`config.mk`:
```
export PLATFORM = sky130hd
export DESIGN_NAME = crtfr_video_timing
export DESIGN_NICKNAME = d
export VERILOG_FILES = /design/src/crtfr_pkg.sv /design/src/crtfr_dram_seq.sv /design/src/crtfr_skid2.sv /design/src/crtfr_video_timing.sv
export SDC_FILE = /design/constraint.sdc
export NUM_CORES = 1
export LEC_CHECK = 0
export BUFFER_PORTS_ARGS = -buffer_cell sky130_fd_sc_hd__buf_2
export CAP_MARGIN = 15
export CORE_UTILIZATION = 28
export CTS_BUF_LIST = sky130_fd_sc_hd__clkbuf_16
export CTS_CLUSTER_DIAMETER = 150
export CTS_CLUSTER_SIZE = 24
export DETAILED_ROUTE_END_ITERATION = 8
export GPL_ROUTABILITY_DRIVEN = 0
export PLACE_DENSITY = 0.51
export SLEW_MARGIN = 5
export SYNTH_ARGS = -nofsm -noshare
export SYNTH_HDL_FRONTEND = slang
export SYNTH_SLANG_ARGS = --single-unit
```
`constraint.sdc`:
```
create_clock -name ref_clk_in -period 5.05 [get_ports ref_clk_in]
set_input_delay 1.01 -clock ref_clk_in [delete_from_list [all_inputs] [get_ports ref_clk_in]]
set_output_delay 1.01 -clock ref_clk_in [all_outputs]
set_load 0.05 [all_outputs]
```
`src/crtfr_pkg.sv`:
```
// Constants shared by the raster timing and row fetch logic
// Functional notes
// - Request bus on scan lines 6, 14
// - Generator drives low 12 address bits
// - Grant polarities steer latch, loads, buffer
// - Line rate clock rises four chars early
// - Load pulse three dots after char clock
// - Load then row, mux, column strobes
// - Latch transparent while inverted mux high
// - Inverted mux falling captures, holds byte
// - Byte written on delayed buffer clock fall
// - Increment address, next load nine dots
// - Address held, no writes before active video
// - Recirculate enable low on scan 14
// - Scan 14 loads characters, moves enhancements
// - 26 rows, 80 cells, 15x9 cells
// - 115 chars per line, 35 blanking
// - Hsync 16 chars early, 7 wide
// - Vertical blank after 390 active scans
// - 60 Hz: sync 0 late, 19 long
// - 50 Hz: sync 38 late, 64 long
// - Interrupt two scan lines before request
package crtfr_pkg;

  // ----------------------------------------------
  // Horizontal timing, in dots and characters
  // ----------------------------------------------
  localparam logic [3:0] DOTS_PER_CHAR = 4'h9;
  localparam logic [3:0] LOAD_DELAY_DOTS = 4'h3;
  localparam logic [6:0] CHARS_PER_LINE = 7'h73;
  localparam logic [6:0] HBLANK_CHARS = 7'h23;
  localparam logic [6:0] ACTIVE_CHARS = 7'h50;
  localparam logic [6:0] ACTIVE_START = HBLANK_CHARS;
  localparam logic [6:0] HSYNC_LEAD = 7'h10;
  localparam logic [6:0] HSYNC_WIDTH = 7'h07;
  localparam logic [6:0] LRC_LEAD = 7'h04;

  // ----------------------------------------------
  // Vertical timing, in scan lines
  // ----------------------------------------------
  localparam logic [3:0] SCANS_PER_ROW = 4'hf;
  localparam logic [4:0] ROWS_PER_FRAME = 5'h1a;
  localparam logic [8:0] ACTIVE_LINES = 9'h186;
  localparam logic [8:0] VS_DELAY_60 = 9'h000;
  localparam logic [8:0] VS_WIDTH_60 = 9'h013;
  localparam logic [8:0] VBLANK_60 = 9'h019;
  localparam logic [8:0] VS_DELAY_50 = 9'h026;
  localparam logic [8:0] VS_WIDTH_50 = 9'h040;
  localparam logic [8:0] VBLANK_50 = 9'h06c;

  // ----------------------------------------------
  // Fetch scheduling
  // ----------------------------------------------
  localparam logic [3:0] ENH_FETCH_SCAN = 4'h6;
  localparam logic [3:0] CHAR_FETCH_SCAN = 4'he;
  localparam logic [3:0] NMI_LEAD_SCANS = 4'h2;
  localparam int LOW_ADDR_BITS = 12;

endpackage : crtfr_pkg

```
`src/crtfr_dram_seq.sv`:
```
// Row strobe, address mux, column strobe sequencer with output latch
`timescale 1ns/100ps
module crtfr_dram_seq import crtfr_pkg::*; #(
  parameter int DATA_W = 8
) (
  input wire logic ref_clk_in,
  input wire logic reset_in,
  input wire logic load_in,
  input wire logic [DATA_W-1:0] ram_data_in,
  output logic row_strobe_n_out,
  output logic address_mux_select_out,
  output logic address_mux_select_inv_out,
  output logic column_strobe_n_out,
  output logic latch_transparent_out,
  output logic [DATA_W-1:0] latch_data_out,
  output logic done_out
);

  typedef enum logic [2:0] {CRTFR_IDLE, CRTFR_ROW, CRTFR_MUX, CRTFR_COL, CRTFR_CLOSE} crtfr_seq_t;

  crtfr_seq_t state;
  crtfr_seq_t next_state;
  logic [DATA_W-1:0] next_latch_data;

  // ----------------------------------------------
  // Sequence
  // ----------------------------------------------
  always_comb begin
    next_state = state;
    unique case (state)
      CRTFR_IDLE: if (load_in) next_state = CRTFR_ROW;
      CRTFR_ROW: next_state = CRTFR_MUX;
      CRTFR_MUX: next_state = CRTFR_COL;
      CRTFR_COL: next_state = CRTFR_CLOSE;
      CRTFR_CLOSE: next_state = CRTFR_IDLE;
    endcase
    // Latch follows RAM while the inverted mux is high, then holds
    next_latch_data = address_mux_select_inv_out ? ram_data_in : latch_data_out;
  end

  always_ff @(posedge ref_clk_in) begin
    if (reset_in) begin
      state <= CRTFR_IDLE;
      latch_data_out <= '0;
    end else begin
      state <= next_state;
      latch_data_out <= next_latch_data;
    end
  end

  // All strobes return high on the close step, ending the access
  assign row_strobe_n_out = !(state == CRTFR_ROW || state == CRTFR_MUX || state == CRTFR_COL);
  assign address_mux_select_out = !(state == CRTFR_MUX || state == CRTFR_COL);
  assign address_mux_select_inv_out = !address_mux_select_out;
  assign column_strobe_n_out = (state != CRTFR_COL);
  assign latch_transparent_out = address_mux_select_inv_out;
  assign done_out = (state == CRTFR_CLOSE);

endmodule : crtfr_dram_seq

```
`src/crtfr_skid2.sv`:
```
// Two-entry buffer between the fetch path and the line buffers
`timescale 1ns/100ps
module crtfr_skid2 import crtfr_pkg::*; #(
  parameter int WIDTH = 9
) (
  input wire logic ref_clk_in,
  input wire logic reset_in,
  input wire logic in_valid_in,
  input wire logic [WIDTH-1:0] in_data_in,
  output logic in_ready_out,
  output logic out_valid_out,
  output logic [WIDTH-1:0] out_data_out,
  input wire logic out_ready_in
);

  logic [WIDTH-1:0] mem [2];
  logic wr_ptr;
  logic rd_ptr;
  logic [1:0] count;
  logic next_wr_ptr;
  logic next_rd_ptr;
  logic [1:0] next_count;
  logic push;
  logic pop;

  always_comb begin
    push = in_valid_in && in_ready_out;
    pop = out_valid_out && out_ready_in;
    next_wr_ptr = push ? !wr_ptr : wr_ptr;
    next_rd_ptr = pop ? !rd_ptr : rd_ptr;
    next_count = count;
    if (push && !pop) next_count = count + 2'h1;
    else if (pop && !push) next_count = count - 2'h1;
  end

  always_ff @(posedge ref_clk_in) begin
    if (reset_in) begin
      wr_ptr <= 1'b0;
      rd_ptr <= 1'b0;
      count <= 2'h0;
      mem[0] <= '0;
      mem[1] <= '0;
    end else begin
      wr_ptr <= next_wr_ptr;
      rd_ptr <= next_rd_ptr;
      count <= next_count;
      if (push) mem[wr_ptr] <= in_data_in;
    end
  end

  assign in_ready_out = (count != 2'h2);
  assign out_valid_out = (count != 2'h0);
  assign out_data_out = mem[rd_ptr];

endmodule : crtfr_skid2

```
`src/crtfr_video_timing.sv`:
```
// Raster timing generator and row fetch controller
`timescale 1ns/100ps
module crtfr_video_timing import crtfr_pkg::*; #(
  parameter int DATA_W = 8
) (
  input wire logic ref_clk_in,
  input wire logic reset_in,
  input wire logic frame_50hz_in,
  input wire logic bus_grant_n_in,
  input wire logic [DATA_W-1:0] ram_data_in,
  input wire logic [15:0] row_start_addr_in,
  input wire logic row_start_load_in,
  input wire logic line_buffer_ready_in,
  output logic bus_request_n_out,
  output logic nmi_n_out,
  output logic [15:0] fetch_addr_out,
  output logic addr_drive_en_out,
  output logic grant_active_high_out,
  output logic grant_active_low_buffered_out,
  output logic ram_latch_output_en_out,
  output logic temp_buffer_recirculate_out,
  output logic line_rate_clock_n_out,
  output logic character_rate_clock_out,
  output logic row_strobe_n_out,
  output logic address_mux_select_out,
  output logic address_mux_select_inv_out,
  output logic column_strobe_n_out,
  output logic latch_transparent_out,
  output logic [DATA_W-1:0] ram_latch_data_out,
  output logic delayed_buffer_clock_out,
  output logic buffer_recirculate_enable_out,
  output logic line_buffer_valid_out,
  output logic [DATA_W-1:0] line_buffer_data_out,
  output logic line_buffer_is_char_out,
  output logic hblank_out,
  output logic hsync_out,
  output logic vblank_out,
  output logic vsync_out,
  output logic [3:0] scan_line_out,
  output logic [4:0] row_out
);

  localparam logic [6:0] HSYNC_START = CHARS_PER_LINE - 7'h01 - HSYNC_LEAD;
  localparam logic [6:0] LRC_START = ACTIVE_START - LRC_LEAD;

  // ----------------------------------------------
  // Helpers
  // ----------------------------------------------
  function automatic logic in_window(input logic [8:0] pos, input logic [8:0] first, input logic [8:0] len);
    in_window = (pos >= first) && (pos < first + len);
  endfunction : in_window

  function automatic logic is_fetch_scan(input logic [3:0] scan);
    is_fetch_scan = (scan == ENH_FETCH_SCAN) || (scan == CHAR_FETCH_SCAN);
  endfunction : is_fetch_scan

  // ----------------------------------------------
  // Raster counters
  // ----------------------------------------------
  logic [3:0] dot;
  logic [6:0] chr;
  logic [8:0] line;
  logic [3:0] scan;
  logic [4:0] row;
  logic [3:0] next_dot;
  logic [6:0] next_chr;
  logic [8:0] next_line;
  logic [3:0] next_scan;
  logic [4:0] next_row;
  logic next_hblank;
  logic next_hsync;
  logic next_vblank;
  logic next_vsync;
  logic char_end;
  logic line_end;
  logic [8:0] frame_lines;
  logic [8:0] vs_start;
  logic [8:0] vs_width;

  always_comb begin
    char_end = (dot == DOTS_PER_CHAR - 4'h1);
    line_end = char_end && (chr == CHARS_PER_LINE - 7'h01);
    // Frame rate option picks the vertical blank length
    frame_lines = ACTIVE_LINES + (frame_50hz_in ? VBLANK_50 : VBLANK_60);
    vs_start = ACTIVE_LINES + (frame_50hz_in ? VS_DELAY_50 : VS_DELAY_60);
    vs_width = frame_50hz_in ? VS_WIDTH_50 : VS_WIDTH_60;
    next_dot = char_end ? 4'h0 : dot + 4'h1;
    next_chr = chr;
    if (char_end) next_chr = (chr == CHARS_PER_LINE - 7'h01) ? 7'h00 : chr + 7'h01;
    next_line = line;
    next_scan = scan;
    next_row = row;
    if (line_end) begin
      // A rate change mid-frame must not strand the counter past the end
      if (line >= frame_lines - 9'h001) begin
        next_line = 9'h000;
        next_scan = 4'h0;
        next_row = 5'h00;
      end else begin
        next_line = line + 9'h001;
        if (line < ACTIVE_LINES - 9'h001) begin
          if (scan == SCANS_PER_ROW - 4'h1) begin
            next_scan = 4'h0;
            next_row = row + 5'h01;
          end else begin
            next_scan = scan + 4'h1;
          end
        end
      end
    end
    next_hblank = (next_chr < ACTIVE_START);
    next_hsync = in_window({2'b00, next_chr}, {2'b00, HSYNC_START}, {2'b00, HSYNC_WIDTH});
    next_vblank = (next_line >= ACTIVE_LINES);
    next_vsync = in_window(next_line, vs_start, vs_width);
  end

  always_ff @(posedge ref_clk_in) begin
    if (reset_in) begin
      dot <= 4'h0;
      chr <= 7'h00;
      line <= 9'h000;
      scan <= 4'h0;
      row <= 5'h00;
      hblank_out <= 1'b1;
      hsync_out <= 1'b0;
      vblank_out <= 1'b0;
      vsync_out <= 1'b0;
    end else begin
      dot <= next_dot;
      chr <= next_chr;
      line <= next_line;
      scan <= next_scan;
      row <= next_row;
      hblank_out <= next_hblank;
      hsync_out <= next_hsync;
      vblank_out <= next_vblank;
      vsync_out <= next_vsync;
    end
  end

  assign scan_line_out = scan;
  assign row_out = row;
  assign character_rate_clock_out = (dot < LOAD_DELAY_DOTS + 4'h1);

  // ----------------------------------------------
  // Grant decode and sequencer
  // ----------------------------------------------
  logic grant;
  logic seq_load;
  logic seq_done;
  logic buf_in_ready;
  logic push;
  logic lrc;

  assign grant = !bus_grant_n_in;
  assign grant_active_high_out = grant;
  assign grant_active_low_buffered_out = bus_grant_n_in;
  assign ram_latch_output_en_out = grant;
  assign addr_drive_en_out = grant;
  // Temporary enhancement buffer recirculates unless the bus is ours
  assign temp_buffer_recirculate_out = bus_grant_n_in;
  // A full buffer stalls the loads, so no fetched word is dropped
  assign seq_load = grant && lrc && (dot == LOAD_DELAY_DOTS) && buf_in_ready;

  crtfr_dram_seq #(.DATA_W(DATA_W)) u_seq (
    .ref_clk_in(ref_clk_in),
    .reset_in(reset_in),
    .load_in(seq_load),
    .ram_data_in(ram_data_in),
    .row_strobe_n_out(row_strobe_n_out),
    .address_mux_select_out(address_mux_select_out),
    .address_mux_select_inv_out(address_mux_select_inv_out),
    .column_strobe_n_out(column_strobe_n_out),
    .latch_transparent_out(latch_transparent_out),
    .latch_data_out(ram_latch_data_out),
    .done_out(seq_done)
  );

  // ----------------------------------------------
  // Fetch control
  // ----------------------------------------------
  logic req;
  logic is_char;
  logic [15:0] row_start;
  logic [LOW_ADDR_BITS-1:0] addr_low;
  logic [15-LOW_ADDR_BITS:0] addr_high;
  logic [6:0] byte_cnt;
  logic nmi;
  logic recirc;
  logic next_req;
  logic next_lrc;
  logic next_is_char;
  logic [15:0] next_row_start;
  logic [LOW_ADDR_BITS-1:0] next_addr_low;
  logic [15-LOW_ADDR_BITS:0] next_addr_high;
  logic [6:0] next_byte_cnt;
  logic next_nmi;
  logic next_recirc;
  logic active_line;

  always_comb begin
    active_line = (line < ACTIVE_LINES);
    // Loads before active video are dummies: no write, no increment
    push = seq_done && (chr >= ACTIVE_START) && (byte_cnt < ACTIVE_CHARS);
    next_req = req;
    next_lrc = lrc;
    next_is_char = is_char;
    next_addr_low = addr_low;
    next_addr_high = addr_high;
    next_byte_cnt = byte_cnt;
    next_row_start = row_start_load_in ? row_start_addr_in : row_start;
    if (!req && active_line && is_fetch_scan(scan) && chr == 7'h00 && dot == 4'h0) begin
      next_req = 1'b1;
      next_is_char = (scan == CHAR_FETCH_SCAN);
      next_addr_low = row_start[LOW_ADDR_BITS-1:0];
      next_addr_high = row_start[15:LOW_ADDR_BITS];
      next_byte_cnt = 7'h00;
    end
    if (req && chr == LRC_START && dot == 4'h0) next_lrc = 1'b1;
    if (push) begin
      next_addr_low = addr_low + LOW_ADDR_BITS'(1);
      next_byte_cnt = byte_cnt + 7'h01;
      if (byte_cnt == ACTIVE_CHARS - 7'h01) begin
        next_req = 1'b0;
        next_lrc = 1'b0;
      end
    end
    next_nmi = active_line && chr == 7'h00 &&
      (scan == ENH_FETCH_SCAN - NMI_LEAD_SCANS || scan == CHAR_FETCH_SCAN - NMI_LEAD_SCANS);
    // Decoded from the next counters so the level lines up with scan 14 itself
    next_recirc = !(next_line < ACTIVE_LINES && next_scan == CHAR_FETCH_SCAN);
  end

  always_ff @(posedge ref_clk_in) begin
    if (reset_in) begin
      req <= 1'b0;
      lrc <= 1'b0;
      is_char <= 1'b0;
      row_start <= 16'h0000;
      addr_low <= '0;
      addr_high <= '0;
      byte_cnt <= 7'h00;
      nmi <= 1'b0;
      recirc <= 1'b1;
      delayed_buffer_clock_out <= 1'b1;
    end else begin
      req <= next_req;
      lrc <= next_lrc;
      is_char <= next_is_char;
      row_start <= next_row_start;
      addr_low <= next_addr_low;
      addr_high <= next_addr_high;
      byte_cnt <= next_byte_cnt;
      nmi <= next_nmi;
      recirc <= next_recirc;
      delayed_buffer_clock_out <= !push;
    end
  end

  assign bus_request_n_out = !req;
  assign line_rate_clock_n_out = lrc;
  assign nmi_n_out = !nmi;
  assign buffer_recirculate_enable_out = recirc;
  assign fetch_addr_out = {addr_high, addr_low};

  // ----------------------------------------------
  // Path to the line buffers
  // ----------------------------------------------
  logic [DATA_W:0] buf_out;

  crtfr_skid2 #(.WIDTH(DATA_W + 1)) u_buf (
    .ref_clk_in(ref_clk_in),
    .reset_in(reset_in),
    .in_valid_in(push),
    .in_data_in({is_char, ram_latch_data_out}),
    .in_ready_out(buf_in_ready),
    .out_valid_out(line_buffer_valid_out),
    .out_data_out(buf_out),
    .out_ready_in(line_buffer_ready_in)
  );

  assign line_buffer_data_out = buf_out[DATA_W-1:0];
  assign line_buffer_is_char_out = buf_out[DATA_W];

  // ----------------------------------------------
  // Checks
  // ----------------------------------------------
  property p_req_scan;
    @(posedge ref_clk_in) disable iff (reset_in)
    $fell(bus_request_n_out) |-> is_fetch_scan(scan);
  endproperty
  a_req_scan: assert property (p_req_scan) else $error("request outside scan 6 or 14");

  property p_req_release;
    @(posedge ref_clk_in) disable iff (reset_in)
    push && byte_cnt == 7'h4f |=> bus_request_n_out;
  endproperty
  a_req_release: assert property (p_req_release) else $error("request held after last byte");

  property p_no_early_write;
    @(posedge ref_clk_in) disable iff (reset_in)
    !delayed_buffer_clock_out |-> !hblank_out;
  endproperty
  a_no_early_write: assert property (p_no_early_write) else $error("byte written in blanking");

  property p_load_timing;
    @(posedge ref_clk_in) disable iff (reset_in)
    seq_load |-> dot == 4'h3 && line_rate_clock_n_out && !bus_grant_n_in;
  endproperty
  a_load_timing: assert property (p_load_timing) else $error("load at wrong dot");

  property p_strobe_order;
    @(posedge ref_clk_in) disable iff (reset_in)
    seq_load |=> !row_strobe_n_out ##1 !address_mux_select_out ##1 !column_strobe_n_out ##1 column_strobe_n_out;
  endproperty
  a_strobe_order: assert property (p_strobe_order) else $error("strobe order wrong");

  property p_hblank_end;
    @(posedge ref_clk_in) disable iff (reset_in)
    $fell(hblank_out) |-> chr == 7'h23 && dot == 4'h0;
  endproperty
  a_hblank_end: assert property (p_hblank_end) else $error("active video starts at wrong char");

  property p_hsync;
    @(posedge ref_clk_in) disable iff (reset_in)
    $rose(hsync_out) |-> chr == 7'h62 ##62 hsync_out ##1 !hsync_out;
  endproperty
  a_hsync: assert property (p_hsync) else $error("hsync position or width wrong");

  property p_vblank;
    @(posedge ref_clk_in) disable iff (reset_in)
    $rose(vblank_out) |-> line == 9'h186;
  endproperty
  a_vblank: assert property (p_vblank) else $error("vblank not after 390 scans");

  property p_recirc;
    @(posedge ref_clk_in) disable iff (reset_in)
    !buffer_recirculate_enable_out |-> scan == 4'he && !vblank_out;
  endproperty
  a_recirc: assert property (p_recirc) else $error("recirculate dropped off scan 14");

  property p_lrc_rise;
    @(posedge ref_clk_in) disable iff (reset_in)
    $rose(line_rate_clock_n_out) |-> chr == 7'h1f;
  endproperty
  a_lrc_rise: assert property (p_lrc_rise) else $error("line rate clock not four chars early");

endmodule : crtfr_video_timing

```
==> flow_summary.yaml <==
status:
  status: "completed"
yosys:
  synthArstFlopShare: 0
  synth_common_cells: "dfxtp_1, nor2_1, nand2_1"
  synth_top_cell_area_share: 0.343
  ys_types: 71
  synth_seq_cells: 112
  synth_top_cell_by_area: "dfxtp_1"
  synthFlopType: "dfxtp_1"
  synth.avg_cell_area_sq_um: 9.06
  yosysMostFrequentCell: "dfxtp_1"
  syn_inst: 605
  ys_seq_area_frac: 0.442
  syn_nets: 657
  synth-edff-count: 18
  synth.cell_area_sq_mm: 0.00548
  yosysWarnings: 0
  synth.area.top_cells: "dfxtp_1, edfxtp_1, nor2_1, ha_1, mux2i_1"
routing:
  wirelength_um: 12800
  via_per_inst: 4.69
  routedWlPerCell_um: 13.6
  num_vias: 4416
  firstDrtPassIters: 4
  ant_nets: 0
  drt_iter0_drc: 279
  drc: 0
global_route:
  grt_pass1_wl_um: 21100
  grt-ovfl-total: 0
  grt_max_degree: 49
  antenna_found_initial: 1
  grtUsageTotal: 0.133
  grt_pass1_vias: 4033
critical_path:
  cp-start-kind: "input port"
  crit_fanout: 12
  path_cells: "buf_2 -> inv_1 -> ha_1 -> nand3_1 -> o22ai_1 -> a21o_1 -> o21ai_0 -> a21oi_1 -> inv_1 -> ha_1 -> nor2b_1 -> or4_1 -> a2111oi_2"
  cp.arrival_ns: 3.88
  max_stage_delay_ns: 0.42
  endpoint_kind: "register"
  cp.required_ns: 5.30
  critPathKind: "in -> reg"
  worst_path_max_delay_cell: "or4_1"
power_and_ir_drop:
  leakage_nw: 2.58
  fin_total_pwr_mw: 1.80
  power.density_mw_per_mm2: 280
  peakVddDrop_mv: 0.170
sta:
  finalCriticalPeriod_ns: 3.63
  rsz0062_at_grt: "false"
  clock.fmax_mhz: 275
  period_share: 0.719
  finalClockSkew_ns: 0.0121
  slew_viol_final: 0
  tns_ns: 0
  fin_hold_ws_ns: 0.459
  tightestPinTransition_ns: 0.908
  hold_viol: 0
  max_slew_margin: 0.393
  setup_viol: 0
  setup_ws_ns: 1.42
floorplanning:
  die_w_um: 142
  io_pins: 93
  die_h_um: 142
  die_area_sq_mm: 0.0201
  initial_core_util: 0.289
  rows: 50
  core-area_sq_mm: 0.0190
worst_hold_path:
  hp-class: "reg -> reg"
placement:
  hpwl_um: 9140
  portBuffers: 92
  dpl_worst_slack_ns: 1.05
job:
  maxCapViolCount: 0
clocking:
  clock-root-buffer: "clkbuf_16"
  path_clk_slew_ns: 0.08
  cts-resized-gates: 0
  insertion_delay_ns: 0.35
  post_cts_buffers: 0
  clockBufferDepth: 2
  cts_inserted_buffers: 9
  ctsHtreeMaxLevel: 3
  cts_sinks: 112
  cts_tree: "built"
  cts_hold_buffers: 0
finish:
  antennaDiodeCount: 0
  drive_above_1_share: 0.201
  layout.nets: 729
  syn2layout_area_growth_pct: 17.1
-- stage by stage --
| step | cells | utilization | area, sq um |
|---|---|---|---|
| 2_1_floorplan | 605 | - | 5480 |
| 3_3_place_gp | 926 | 0.323 | 6120 |
| 3_5_place_dp | 926 | 0.323 | 6120 |
| 4_1_cts | 942 | 0.339 | 6420 |
| 5_1_grt | 942 | 0.339 | 6420 |
| 6_report | 942 | 0.339 | 6420 |
-- critical path: cells and delay by family --
family                     cells  cell delay, ns
AOI/OAI and AO/OA              5            1.20
and+or+nand+nor                3            0.64
adders and majority gates      2            0.62
buffers and inverters          3            0.41
-- final timing paths --
check / from / end / slack [ns] / cells after the start
worst max-delay path: frame_50hz_in / vsync_out / 1.42 / 13
worst min-delay path: row_start[4] / addr_low[4] / 0.46 / 2
worst max register to register: chr[0] / u_buf.mem[1][4] / 1.67 / 7
worst min register to register: row_start[4] / addr_low[4] / 0.46 / 2
-- cells by family (layout without fill, tap and decap cells) --
kind of cell	after synthesis	in the layout	share of synthesized area
simple gates	265	265	0.247
buf+inv	51	128	0.0441
xor+xnor	22	22	0.0352
compound gates	100	100	0.118
flops	112	112	0.442
fa+ha+maj	22	22	0.0502
mux	33	33	0.0626
-- report_power, final --
| part | total, mW | internal [mW] | switching [mW] | leakage, nW |
|---|---|---|---|---|
| Combinational | 0.129 | 0.0448 | 0.0843 | 1.48 |
| Sequential | 0.936 | 0.923 | 0.0133 | 0.947 |
| Clock | 0.731 | 0.392 | 0.339 | 0.154 |
| Total | 1.80 | 1.36 | 0.437 | 2.58 |
-- placed cells by master (no fill, tap or decap), types with 4 or more instances in the layout --
cell       count
a211oi_1       5
a21oi_1       33
a221oi_1       4
a222oi_1       4
a31oi_1        4
and2_1        20
and3_1         9
buf_2         92
clkbuf_16      9
dfxtp_1       94
edfxtp_1      18
ha_1          22
inv_1         17
mux2_2        10
mux2i_1       23
nand2_1       58
nand3_1       12
nand4_1        6
nor2_1        84
nor2b_1        7
nor3_1        20
nor3b_1        7
o21ai_0       22
or2_2          4
or3_1          7
xnor2_1        9
xor2_1        13
-- flip-flops by register name, summed over array words and instances (netlist names), 5 cells and up, named ones only --
register / cells
row_start: 16
chr: 7
u_buf.mem: 18
byte_cnt: 7
line: 9
row_out: 5
u_seq.latch_data_out: 8
addr_low: 12
-- layer usage --
layer  vias to the layer above  wire, um  track usage
li1                       2281         -            -
met1                      2054      6200        0.176
met2                        68      5960        0.212
met3                        11       462       0.0307
met4                         2       159       0.0430
met5                         -        13            0
-- cell type report --
class	instances	area [sq um]
well taps	260	325
clock inverters	7	77.6
fillers	1977	12500
inverters	17	63.8
multi-input cells	442	2820
clock buffers	9	225
flip-flops and latches	112	2420
repair buffers	95	483
(Power assumes the default switching activity.)
